$ cat config.mk
export PLATFORM = sky130hd
export DESIGN_NAME = dswc_top
export DESIGN_NICKNAME = d
export VERILOG_FILES = /design/src/verilog/dswc_top.v
export VERILOG_INCLUDE_DIRS = /design/src /design/src/verilog
export SDC_FILE = /design/constraint.sdc
export NUM_CORES = 1
export LEC_CHECK = 0
export ABC_CLOCK_PERIOD_IN_PS = 1700
export BUFFER_PORTS_ARGS = -buffer_cell sky130_fd_sc_hd__clkbuf_2
export CAP_MARGIN = 15
export CORE_ASPECT_RATIO = 0.6
export CORE_MARGIN = 2
export CORE_UTILIZATION = 25
export DETAILED_ROUTE_END_ITERATION = 16
export PLACE_DENSITY = 0.57
export SYNTH_ARGS = -nofsm -noshare
export SYNTH_HDL_FRONTEND = slang
export SYNTH_SLANG_ARGS = --single-unit
$ cat constraint.sdc
create_clock -name CLK_SYS -period 1.7 [get_ports CLK_SYS]
set_input_delay 0.255 -clock CLK_SYS [delete_from_list [all_inputs] [get_ports CLK_SYS]]
set_output_delay 0.255 -clock CLK_SYS [all_outputs]
set_load 0.02 [all_outputs]
$ cat src/verilog/dswc_defines.vh
// Register offsets, bit positions, reset values and key codes for the deep sleep wake control block.
`ifndef DSWC_DEFINES_VH
`define DSWC_DEFINES_VH
`define DSWC_OFF_CTRL       12'h000
`define DSWC_OFF_WAKE       12'h004
`define DSWC_OFF_RSTCTL     12'h008
`define DSWC_OFF_DISCH      12'h00c
`define DSWC_OFF_INTFLAG    12'h010
`define DSWC_OFF_KEY        12'h014
`define DSWC_CTRL_ARM       15
`define DSWC_CTRL_CALDIS    8
`define DSWC_CTRL_DISDIS    2
`define DSWC_CTRL_BOR       1
`define DSWC_CTRL_HOLD      0
`define DSWC_WAKE_EXT       8
`define DSWC_WAKE_FLT       7
`define DSWC_WAKE_WDT       4
`define DSWC_WAKE_ALM       3
`define DSWC_WAKE_MASTER_CLEAR_PIN      2
`define DSWC_WAKE_POR       0
`define DSWC_RST_EXIT       10
`define DSWC_RST_POR        0
`define DSWC_DIS_EN         15
`define DSWC_DIS_SINK       8
`define DSWC_IF_DISCH       0
`define DSWC_KEY1           8'h55
`define DSWC_KEY2           8'haa
`define DSWC_ZERO16         16'h0000
`endif

$ cat src/verilog/dswc_top.v
// Deep sleep arming, wake source capture, pin hold and slow discharge wake logic.
// Summary of operation
// - Exit flag sets on deep sleep entry.
// - True power-on outside deep sleep resets all deep sleep state.
// - Arm bit selects deep or ordinary sleep.
// - Wake clears the arm bit automatically.
// - Calendar wake disable bit blocks alarm wakes.
// - Discharge wake disable blocks detector deep wakes.
// - Brown-out flag records deep sleep brown-out.
// - Brown-out never wakes; in deep sleep it re-arms power-on and sets the brown-out flag.
// - Hold bit freezes pins until software clears.
// - Control bits other than arm survive the deep sleep exit.
// - Setting arm bit clears wake source register.
// - External pin and master clear wake flags.
// - Fault during deep sleep sets fault flag.
// - Watchdog and alarm wake flags.
// - Power-on flag may set outside deep sleep.
// - Wake bits survive exit; true power-on clears all but the power-on bit.
// - Detector wakes ordinary sleep below input-low threshold.
// - Detector wake sets interrupt flag bit zero.
// - Wakes during power-on sequence are ignored.
// - Discharge control holds enable and sink bits.
`include "dswc_defines.vh"
module dswc_top (
   input  wire        CLK_SYS,
   input  wire        RSTN,
   input  wire        PSEL,
   input  wire        PENABLE,
   input  wire        PWRITE,
   input  wire [11:0] PADDR,
   input  wire [31:0] PWDATA,
   output wire [31:0] PRDATA,
   output wire        PREADY,
   output wire        PSLVERR,
   input  wire        POWER_SAVE_INSTR,
   input  wire        POWER_SAVE_INSTR_OPERAND_ZERO,
   input  wire        TRUE_POWER_ON,
   input  wire        POR_SEQ_DONE,
   input  wire        SUPPLY_POR_EVENT,
   input  wire        EXT_INTERRUPT_PIN,
   input  wire        MASTER_CLEAR_PIN_N,
   input  wire        SLEEP_FAULT,
   input  wire        WATCHDOG_TIMEOUT,
   input  wire        CALENDAR_ALARM,
   input  wire        BROWNOUT_EVENT,
   input  wire        DISCHARGE_SENSE_PIN,
   input  wire [15:0] PIN_DIRECTION_BITS,
   input  wire [15:0] OUTPUT_LATCH_BITS,
   output reg  [15:0] PIN_OUT,
   output reg  [15:0] PIN_OE,
   output wire        DEEP_SLEEP,
   output wire        SLEEP,
   output wire        POR_REARM,
   output wire        DISCHARGE_SINK_ON
);
   localparam [3:0] ST_RUN   = 4'b0001;
   localparam [3:0] ST_SLEEP = 4'b0010;
   localparam [3:0] ST_DEEP  = 4'b0100;
   localparam [3:0] ST_PORS  = 4'b1000;

   reg  [3:0]  state_ff;
   reg  [3:0]  nxt_state;
   reg         arm_ff, caldis_ff, disdis_ff, bor_ff, hold_ff;
   reg  [15:0] wake_ff;
   reg         exit_ff, por_flag_ff;
   reg         dis_en_ff, dis_sink_ff, disch_if_ff;
   reg  [1:0]  key_ff;
   reg  [15:0] frz_out_ff, frz_oe_ff;
   reg  [31:0] prdata_ff;
   reg         rd_busy_ff;
   reg  [2:0]  ext_s_ff, master_clear_pin_s_ff, sense_s_ff;

   wire wr = PSEL & PENABLE & PWRITE;
   wire rd = PSEL & PENABLE & ~PWRITE;
   wire ext_q   = ext_s_ff[1] & ext_s_ff[2];
   wire master_clear_pin_q  = ~master_clear_pin_s_ff[1] & ~master_clear_pin_s_ff[2];
   wire sense_lo = ~sense_s_ff[1] & ~sense_s_ff[2];
   wire in_deep = state_ff == ST_DEEP;
   wire detector_trip = dis_en_ff & sense_lo;
   wire alarm_ok = CALENDAR_ALARM & ~caldis_ff;
   wire dis_ok = detector_trip & ~disdis_ff;
   // Brown-out is left out of the wake term on purpose.
   wire deep_wake = in_deep & (ext_q | master_clear_pin_q | SLEEP_FAULT | WATCHDOG_TIMEOUT | alarm_ok | dis_ok
                    | SUPPLY_POR_EVENT);
   wire key_ok = key_ff == 2'b10;
   wire wr_ctrl = wr & (PADDR == `DSWC_OFF_CTRL);
   wire arm_set = wr_ctrl & PWDATA[`DSWC_CTRL_ARM] & key_ok & ~arm_ff;
   wire enter = POWER_SAVE_INSTR & POWER_SAVE_INSTR_OPERAND_ZERO & (state_ff == ST_RUN);
   wire enter_deep = enter & arm_ff;

   // Reads take one wait state so that the registered read data already stands at the ready edge.
   assign PREADY = ~rd | rd_busy_ff;
   assign PSLVERR = 1'b0;
   assign PRDATA = prdata_ff;
   assign DEEP_SLEEP = in_deep;
   assign SLEEP = state_ff == ST_SLEEP;
   assign POR_REARM = in_deep & BROWNOUT_EVENT;
   assign DISCHARGE_SINK_ON = dis_en_ff & dis_sink_ff;

   always @(posedge CLK_SYS or negedge RSTN) begin
      if (!RSTN) begin
         ext_s_ff <= 3'h0;
         master_clear_pin_s_ff <= 3'h7;
         sense_s_ff <= 3'h7;
      end else begin
         ext_s_ff <= {ext_s_ff[1:0], EXT_INTERRUPT_PIN};
         master_clear_pin_s_ff <= {master_clear_pin_s_ff[1:0], MASTER_CLEAR_PIN_N};
         sense_s_ff <= {sense_s_ff[1:0], DISCHARGE_SENSE_PIN};
      end
   end

   always @* begin
      nxt_state = state_ff;
      case (state_ff)
         ST_RUN:   if (enter) nxt_state = arm_ff ? ST_DEEP : ST_SLEEP;
         ST_SLEEP: if (detector_trip | ext_q) nxt_state = ST_RUN;
         ST_DEEP:  if (deep_wake) nxt_state = ST_PORS;
         ST_PORS:  if (POR_SEQ_DONE) nxt_state = ST_RUN;
         default:  nxt_state = ST_RUN;
      endcase
   end

   // Retained state is cleared by RSTN and by the true power-on input outside deep sleep.
   always @(posedge CLK_SYS or negedge RSTN) begin
      if (!RSTN) begin
         state_ff <= ST_RUN;
         arm_ff <= 1'b0;
         caldis_ff <= 1'b0;
         disdis_ff <= 1'b0;
         bor_ff <= 1'b0;
         hold_ff <= 1'b0;
         wake_ff <= `DSWC_ZERO16;
         exit_ff <= 1'b0;
         por_flag_ff <= 1'b0;
         dis_en_ff <= 1'b0;
         dis_sink_ff <= 1'b0;
         disch_if_ff <= 1'b0;
         key_ff <= 2'b00;
         frz_out_ff <= `DSWC_ZERO16;
         frz_oe_ff <= `DSWC_ZERO16;
      end else if (TRUE_POWER_ON && !in_deep) begin
         state_ff <= ST_RUN;
         arm_ff <= 1'b0;
         caldis_ff <= 1'b0;
         disdis_ff <= 1'b0;
         bor_ff <= 1'b0;
         hold_ff <= 1'b0;
         wake_ff <= `DSWC_ZERO16;
         wake_ff[`DSWC_WAKE_POR] <= 1'b1;
         exit_ff <= 1'b0;
         por_flag_ff <= 1'b1;
         dis_en_ff <= 1'b0;
         dis_sink_ff <= 1'b0;
         disch_if_ff <= 1'b0;
         key_ff <= 2'b00;
         frz_out_ff <= `DSWC_ZERO16;
         frz_oe_ff <= `DSWC_ZERO16;
      end else begin
         state_ff <= nxt_state;
         if (wr && PADDR == `DSWC_OFF_KEY) begin
            if (PWDATA[7:0] == `DSWC_KEY1)
               key_ff <= 2'b01;
            else if (PWDATA[7:0] == `DSWC_KEY2 && key_ff == 2'b01)
               key_ff <= 2'b10;
            else
               key_ff <= 2'b00;
         end else if (wr) begin
            key_ff <= 2'b00;
         end
         if (wr_ctrl) begin
            caldis_ff <= PWDATA[`DSWC_CTRL_CALDIS];
            disdis_ff <= PWDATA[`DSWC_CTRL_DISDIS];
            bor_ff <= PWDATA[`DSWC_CTRL_BOR];
            if (!PWDATA[`DSWC_CTRL_ARM])
               arm_ff <= 1'b0;
            else if (arm_set)
               arm_ff <= 1'b1;
            if (!PWDATA[`DSWC_CTRL_HOLD])
               hold_ff <= 1'b0;
         end
         if (in_deep && BROWNOUT_EVENT)
            bor_ff <= 1'b1;
         if (enter_deep) begin
            hold_ff <= 1'b1;
            exit_ff <= 1'b1;
            frz_out_ff <= OUTPUT_LATCH_BITS;
            frz_oe_ff <= ~PIN_DIRECTION_BITS;
         end
         if (in_deep && deep_wake)
            arm_ff <= 1'b0;
         if (wr && PADDR == `DSWC_OFF_WAKE)
            wake_ff <= PWDATA[15:0] & 16'h019d;
         if (arm_set)
            wake_ff <= `DSWC_ZERO16;
         if (in_deep) begin
            if (ext_q) wake_ff[`DSWC_WAKE_EXT] <= 1'b1;
            if (master_clear_pin_q) wake_ff[`DSWC_WAKE_MASTER_CLEAR_PIN] <= 1'b1;
            if (SLEEP_FAULT) wake_ff[`DSWC_WAKE_FLT] <= 1'b1;
            if (WATCHDOG_TIMEOUT) wake_ff[`DSWC_WAKE_WDT] <= 1'b1;
            if (alarm_ok) wake_ff[`DSWC_WAKE_ALM] <= 1'b1;
         end
         if (SUPPLY_POR_EVENT && state_ff != ST_PORS)
            wake_ff[`DSWC_WAKE_POR] <= 1'b1;
         if (wr && PADDR == `DSWC_OFF_RSTCTL) begin
            if (!PWDATA[`DSWC_RST_EXIT] && !enter_deep) exit_ff <= 1'b0;
            if (!PWDATA[`DSWC_RST_POR]) por_flag_ff <= 1'b0;
         end
         if (in_deep && deep_wake)
            por_flag_ff <= 1'b1;
         if (wr && PADDR == `DSWC_OFF_DISCH) begin
            dis_en_ff <= PWDATA[`DSWC_DIS_EN];
            dis_sink_ff <= PWDATA[`DSWC_DIS_SINK];
         end
         if (wr && PADDR == `DSWC_OFF_INTFLAG && !PWDATA[`DSWC_IF_DISCH])
            disch_if_ff <= 1'b0;
         if (detector_trip && (state_ff == ST_SLEEP || dis_ok))
            disch_if_ff <= 1'b1;
      end
   end

   always @(posedge CLK_SYS or negedge RSTN) begin
      if (!RSTN) begin
         PIN_OUT <= `DSWC_ZERO16;
         PIN_OE <= `DSWC_ZERO16;
      end else if (hold_ff) begin
         PIN_OUT <= frz_out_ff;
         PIN_OE <= frz_oe_ff;
      end else begin
         PIN_OUT <= OUTPUT_LATCH_BITS;
         PIN_OE <= ~PIN_DIRECTION_BITS;
      end
   end

   always @(posedge CLK_SYS or negedge RSTN) begin
      if (!RSTN) begin
         rd_busy_ff <= 1'b0;
      end else begin
         rd_busy_ff <= rd & ~rd_busy_ff;
      end
   end

   always @(posedge CLK_SYS or negedge RSTN) begin
      if (!RSTN) begin
         prdata_ff <= 32'h0;
      end else if (rd && !rd_busy_ff) begin
         if (PADDR == `DSWC_OFF_CTRL)
            prdata_ff <= {16'h0, arm_ff, 6'h0, caldis_ff, 5'h0, disdis_ff, bor_ff, hold_ff};
         else if (PADDR == `DSWC_OFF_WAKE)
            prdata_ff <= {16'h0, wake_ff};
         else if (PADDR == `DSWC_OFF_RSTCTL)
            prdata_ff <= {21'h0, exit_ff, 9'h0, por_flag_ff};
         else if (PADDR == `DSWC_OFF_DISCH)
            prdata_ff <= {16'h0, dis_en_ff, 6'h0, dis_sink_ff, 8'h0};
         else if (PADDR == `DSWC_OFF_INTFLAG)
            prdata_ff <= {31'h0, disch_if_ff};
         else
            prdata_ff <= 32'h0;
      end
   end
endmodule // dswc_top
==> summary.md, run 1 <==
| Metric | Value |
|---|---|
| P&R area growth vs syn | 32.2% |
| Register area share after synthesis | 0.589 |
| Power per cell area | 881 mW/mm^2 |
| Largest net degree at the start of global routing | 48 |
| ANT cells | 0 |
| Maxcap violations | 0 |
| Final period utilization | 1.18 |
| FF-to-FF setup slack | 0.07 ns |
| Rows | 38 |
| I/O pin count | 163 |
| CTS tree | built |
| Port Buffers | 124 |
| Vias in the first global route | 3,292 |
| Mapped Area | 0.00452 mm^2 |
| Register Area | 0.00266 mm^2 |
| Multi-input gate area | 0.00169 mm^2 |
| FFs w/ async S/R, synth | 1.00 |
| Ys flop type | dfrtp_1 |
| Width of the die | 178 um |
| Initial antenna violation count | 0 |
| Initial DRC count | 182 |
| Hold Path Class | primary input to register |
| Final Hold Fails | 0 |
| Layout Nets | 666 |
| DP Worst Slack | -0.702 ns |
| Clk buf depth | 2 |
| Dpl cells | 790 |
| Final setup violation count | 16 |
| CTS root buf | clkbuf_16 |
| Top fanout value on the critical path | 6 |
| Number of synthesized flops with an enable pin | 0 |
| Final Worst Setup Slack | -0.309 ns |
| Tot Pwr | 5.27 mW |
| Filler cell count | 1,891 |
| DRC Markers | 0 |
| Min Clock Period, post-route | 2.01 ns |
| Status | finished, violations left |
| HPWL after detailed placement | 8360 um |
| Post-layout util | 0.334 |
| Worst-skew pair later-pin latency | 0.34 ns |
| Slew Limit Fails | 0 |
| Core area | 0.0179 mm^2 |
| Seq cells post-synth | 106 |
| Critical path launch point type | primary input |
| DIE HEIGHT | 108 um |
| Layout cells sized above 1 | 0.369 |
| Initial DRT Pass Iterations | 4 |
| H-tree level count | 3 |
| Vias per cell | 4.29 |
| Failing checks | setup timing |
| WP data arrival | 2.22 ns |
| Mapped Cells | 435 |
| Routed WL | 11,500 um |
| Mean area per synthesized cell | 10.4 um^2 |
| Initial Utilization | 0.253 |
| YS warnings | 0 |
| Post-DRT Antenna Nets | 0 |
| Unrepaired setup endpoints after global routing | true |
| Total global-route track usage | 0.125 |
| First-pass GRT wire length | 18,300 um |
| Crit path capture type | register |
| Final std cells w/o fill | 818 |
| WL/cell | 14.1 um |
| Final Skew | 0.00771 ns |
| Netlist cell types | 45 |
| Type of the worst setup path | primary input to register |
| Full die area | 0.0192 mm^2 |
| CTS Buf Count | 9 |
| Leakage power | 2.79 nW |
| Placed Area | 0.00550 mm^2 |
| Leading area contributor after synthesis | dfrtp_1 |
| Maximum clock frequency | 498 MHz |
| Via count | 3,512 |
| Top-area cell type share of the netlist area | 0.548 |
| CTS Sinks | 106 |
| Global route overflow | 0 |
| Largest cells by area after synthesis | dfrtp_1 (55%), nand2_1 (5.9%), mux2_2 (4.2%) |
| Worst EP required | 1.91 ns |
| Design area | 0.00598 mm^2 |
| GPL Wtd Cong | 0.800 |
| Worst VDD drop | 0.000348 V |
| Clock-pin transition on the worst setup and hold timing paths | 0.07 ns |
placed cells by master, fill, tap and decap left out, types with 3 or more instances in the layout:
cell type | synthesis | final
clkbuf_2 | 0 | 119
dfrtp_1 | 99 | 97
nand2_1 | 71 | 70
nor2_1 | 43 | 42
a21oi_1 | 38 | 38
buf_4 | 23 | 20
mux2_2 | 17 | 17
o21ai_0 | 22 | 17
conb_1 | 1 | 17
mux2i_1 | 13 | 13
clkbuf_16 | 0 | 9
nor3_1 | 8 | 8
o21ai_1 | 3 | 7
dfstp_2 | 7 | 7
buf_12 | 0 | 7
inv_1 | 6 | 5
and3_1 | 6 | 5
o31ai_1 | 6 | 5
buf_6 | 1 | 5
o22ai_1 | 4 | 4
dlygate4sd3_1 | 0 | 4
nand3b_1 | 3 | 3
nand3_1 | 4 | 3
or4_4 | 2 | 3
and2_1 | 4 | 3
o21bai_1 | 3 | 3
clkbuf_8 | 0 | 3
worst max-delay path, cell delays in order:
cell,delay (ns)
buf_6,0.09
or4_4,0.53
or4_4,0.56
buf_12,0.16
nor3b_4,0.20
buf_12,0.15
mux2i_1,0.19
o22ai_1,0.09
worst paths after layout:
kind	endpoint	startpoint	depth (start not counted)
hold reg to reg	ext_s_ff[1]$_DFF_PN0_	ext_s_ff[0]$_DFF_PN0_	0
setup reg to reg	arm_ff$_DFFE_PN0P_	state_ff[0]$_DFFE_PN1P_	7
min in group asynchronous	ext_s_ff[0]$_DFF_PN0_	RSTN	2
setup / recovery	wake_ff[8]$_DFF_PN0_	PADDR[9]	8
max in group asynchronous	state_ff[0]$_DFFE_PN1P_	RSTN	3
hold / removal	PIN_OE[15]$_DFF_PN0_	PIN_DIRECTION_BITS[15]	2
layer usage:
layer  routed length (um)  GRT usage  up-vias  part of all wire
li1                     -          -     1720                 -
met1                 6130      0.197     1666              0.53
met2                 4310      0.157      118              0.37
met3                  969     0.0394        8             0.084
met4                  102     0.0351        0            0.0089
met5                    0          0        -                 0
kinds of logic (layout without fill, tap and decap cells):
kind of cell,Yosys count,in the layout,share of synthesized area
AOI/OAI and AO/OA,88,88,0.113
other,1,17,0.000830
DFF,106,106,0.589
buffers and inverters,52,179,0.0642
and+or+nand+nor,158,158,0.162
muxes,30,30,0.0711
stage by stage:
stage | setup TNS (ns) | hold WS, ns
2_1_floorplan | -7.44 | -0.0406
3_3_place_gp | -10.88 | 0.195
3_5_place_dp | -11.32 | 0.204
4_1_cts | -3.18 | 0.0776
5_1_grt | -4.21 | 0.0815
6_report | -3.76 | 0.0970
report_power, final:
group	switching [mW]	internal [mW]	total (mW)
clock network	0.945	1.09	2.03
registers	0.0389	2.62	2.66
logic	0.358	0.219	0.576
registers in the layout, summed over array words and instances, names as in the netlist, 2 cells and up:
register               count
master_clear_pin_s_ff      3
wake_ff                    6
ext_s_ff                   3
key_ff                     2
state_ff                   4
sense_s_ff                 3
frz_out_ff                16
PRDATA                    10
frz_oe_ff                 16
PIN_OUT                   16
PIN_OE                    16
Yosys cell counts, types with 2 or more instances:
| cell | instances |
|---|---|
| or4_4 | 2 |
| o21ai_1 | 3 |
| a22oi_1 | 2 |
| o31ai_1 | 6 |
| nor3_1 | 8 |
| buf_1 | 2 |
| mux2_2 | 17 |
| and2_1 | 4 |
| dfrtp_1 | 99 |
| a2bb2oi_1 | 2 |
| or3_1 | 3 |
| o41ai_1 | 2 |
| nand2b_1 | 2 |
| nand2_1 | 71 |
| buf_4 | 23 |
| nor4bb_1 | 2 |
| dfstp_2 | 7 |
| o22ai_1 | 4 |
| clkbuf_1 | 19 |
| nand3b_1 | 3 |
| nand3_1 | 4 |
| o21ai_0 | 22 |
| mux2i_1 | 13 |
| a21oi_1 | 38 |
| nor2b_1 | 3 |
| o21bai_1 | 3 |
| inv_1 | 6 |
| nor2_1 | 43 |
| and3_1 | 6 |
repair_timing:
action | 4_1_cts | 5_1_grt
endpoints found under the setup margin | 18 | 54
gates resized for setup | 9 | 14
pin swaps | 3 | 3
setup buffers | 3 | 5
endpoints found under the hold margin | 20 | 0
hold buffers | 4 | 0
cell type report:
type,count,share of cell area
clock inverter,4,0.00565
sequential,106,0.446
multi-input combinational,293,0.283
inverter,6,0.00377
tap,240,0.0502
clock buffer,12,0.0429
timing repair buffer,157,0.169
No activity file was read; power rests on OpenSTA's default activity.
==> run 2: changes to the inputs <==
--- a/constraint.sdc
+++ b/constraint.sdc
@@ -3,2 +3,2 @@
 set_output_delay 0.255 -clock CLK_SYS [all_outputs]
-set_load 0.02 [all_outputs]
+set_load 0.05 [all_outputs]
==> run 2 against run 1 <==
  * The run still ends with setup timing left
  * Critical endpoint is now bor_ff$_DFFE_PN0P_
  * Highest routed layer unchanged
  * Utilization is 2.0 points higher
  * Sequential power barely moved
  * Largest cell class unchanged
  * Clock-buffer cell count is 2 lower
  * Maximum frequency increased by 4.0%
  * Power is 6.4% higher
==> summary.md, run 2 (same netlist as run 1, synthesis figures left out) <==
| Metric | Value |
|---|---|
| Worst VDD drop | 0.000438 V (+26%) |
| Most Frequent Cell on Critical Path | or4_4 |
| DIE HEIGHT | 108 um (unchanged) |
| Initial DRC count | 187 (+2.7%) |
| Final Skew | 0.00750 ns (-0.000206 ns) |
| Status | finished, violations left |
| Core area | 0.0179 mm^2 (unchanged) |
| Power per cell area | 884 mW/mm^2 (+0.40%) |
| Slew Limit Fails | 0 (unchanged) |
| Layout Nets | 669 (+0.45%) |
| Full die area | 0.0192 mm^2 (unchanged) |
| Initial Utilization | 0.253 (unchanged) |
| Port Buffers | 124 (unchanged) |
| CTS root buf | clkbuf_16 |
| WP data arrival | 2.17 ns (-0.05 ns) |
| Maxcap violations | 0 (unchanged) |
| Width of the die | 178 um (unchanged) |
| Initial antenna violation count | 0 (unchanged) |
| HPWL after detailed placement | 8540 um (+2.1%) |
| Total global-route track usage | 0.123 (-0.00164) |
| Maximum clock frequency | 518 MHz (+4.0%) |
| Worst EP required | 1.94 ns (+0.03 ns) |
| Clock-pin transition on the worst setup and hold timing paths | 0.07 ns (about the same) |
| WL/cell | 15.2 um (+7.7%) |
| Delay-heaviest family, CP | simple AND/OR/NAND/NOR gates |
| Global route overflow | 0 (unchanged) |
| Leakage power | 2.88 nW (+3.0%) |
| H-tree level count | 3 (unchanged) |
| Commonest cells after routing, fill and taps aside | clkbuf_2 (119), dfrtp_1 (98), nand2_1 (71), nor2_1 (27), a21oi_1 (19) |
| Rows | 38 (unchanged) |
| I/O pin count | 163 (unchanged) |
| Worst slew pin tran | 0.537 ns |
| Type of the worst setup path | primary input to register |
| WHS | 0.0256 ns (-0.0714 ns) |
| Failing checks | setup timing |
| Min Clock Period, post-route | 1.93 ns (-0.0771 ns) |
| DRC Markers | 0 (unchanged) |
| Tot Pwr | 5.61 mW (+6.4%) |
| Final Worst Setup Slack | -0.232 ns (+0.0771 ns) |
| Worst path bufs/invs | 1 (-2) |
| Vias per cell | 4.48 (+4.5%) |
| Crit-path cells | clkbuf_2 > or4_4 > or4_4 > or4_4 > mux2i_1 > o21bai_1 |
| Post-DRT Antenna Nets | 0 (unchanged) |
| Most common cell after layout, fill and taps aside | clkbuf_2 |
| GPL Wtd Cong | 0.822 (+2.8%) |
| Slew HR | 0.632 |
| Unrepaired setup endpoints after global routing | true |
| Largest net degree at the start of global routing | 54 (+13%) |
| Worst-skew pair later-pin latency | 0.35 ns (about the same) |
| Layout cells sized above 1 | 0.437 (+0.0687) |
| Hold Path Class | primary input to register |
| CTS Sinks | 106 (unchanged) |
| Initial DRT Pass Iterations | 4 (unchanged) |
| Final Hold Fails | 0 (unchanged) |
| CTS tree | built |
| Vias in the first global route | 3,421 (+3.9%) |
| ANT cells | 0 (unchanged) |
| Final setup violation count | 51 (+35) |
| Critical-path top delay cell | or4_4 |
| Crit path capture type | register |
| Filler cell count | 1,843 (-2.5%) |
| First-pass GRT wire length | 18,000 um (-1.8%) |
| Slowest Stage Delay on Critical Path | 0.57 ns (about the same) |
| CTS Buf Count | 9 (unchanged) |
| Final period utilization | 1.14 (-0.0453) |
| Via count | 3,682 (+4.8%) |
| P&R area growth vs syn | 40.2% |
| Top fanout value on the critical path | 6 (unchanged) |
| Routed WL | 12,400 um (+8.1%) |
| Critical path launch point type | primary input |
| Clk buf depth | 2 (unchanged) |
==> run 2: changes by cell type in the layout (fill, tap and decap cells not counted), sizes merged <==
cell	change
buf	-1
bufinv	+1
clkbuf	+3
clkinvlp	+3
dlygate4sd3	-1
inv	-2
==> run 2: final cells by class <==
type | count | area, um^2 | share of cell area
clock buffers | 10 | 229 | 0.0361
multi-input cells | 293 | 1890 | 0.298
repair buffers | 160 | 1170 | 0.184
clock inverters | 6 | 66.3 | 0.0105
well taps | 240 | 300 | 0.0474
inverters | 6 | 26.3 | 0.00415
flip-flops and latches | 106 | 2660 | 0.420
==> run 2: timing repair <==
action | 4_1_cts | 5_1_grt
setup buffers | 5 | 2
hold endpoints to repair | 101 | 0
resized for setup | 19 | 41
pin swaps | 3 | 4
hold buffers | 3 | 0
setup endpoints to repair | 33 | 55
cloned | 0 | 6
==> run 2: path summary, 6_finish.rpt <==
check / slack, ns / end / cells past startpoint / start
min reg2reg: 0.35 / ext_s_ff[1]$_DFF_PN0_ / 0 / ext_s_ff[0]$_DFF_PN0_
min in group asynchronous: 0.44 / PIN_OE[2]$_DFF_PN0_ / 3 / RSTN
max: -0.23 / bor_ff$_DFFE_PN0P_ / 6 / PADDR[9]
max reg2reg: -0.07 / exit_ff$_DFF_PN0_ / 8 / state_ff[0]$_DFFE_PN1P_
max in group asynchronous: 0.94 / sense_s_ff[1]$_DFF_PN1_ / 3 / RSTN
min: 0.03 / ext_s_ff[0]$_DFF_PN0_ / 1 / EXT_INTERRUPT_PIN
==> run 2: report_power, final <==
part / internal, mW / leakage [nW] / switching [mW] / total [mW]
Combinational: 0.263 / 1.38 / 0.573 / 0.836
Clock: 1.15 / 0.135 / 0.965 / 2.11
Sequential: 2.62 / 1.36 / 0.0400 / 2.66
==> run 2: per-layer routing <==
metal	vias to the layer above	GRT usage	wire length (um)
met5	-	0	0
met4	0	0.0328	124
met3	16	0.0404	1020
met2	135	0.174	5120
met1	1799	0.179	6190
li1	1732	-	-
==> run 2: through the flow <==
step	std cells	worst slack (ns)	setup TNS (ns)	area [um^2]	util
2_1_floorplan	451	-0.569	-12.63	4740	-
3_3_place_gp	790	-0.657	-10.06	5580	0.312
3_5_place_dp	790	-0.677	-10.89	5580	0.312
4_1_cts	814	-0.201	-2.58	6030	0.337
5_1_grt	821	-0.272	-7.21	6340	0.354
6_report	821	-0.232	-3.93	6340	0.354
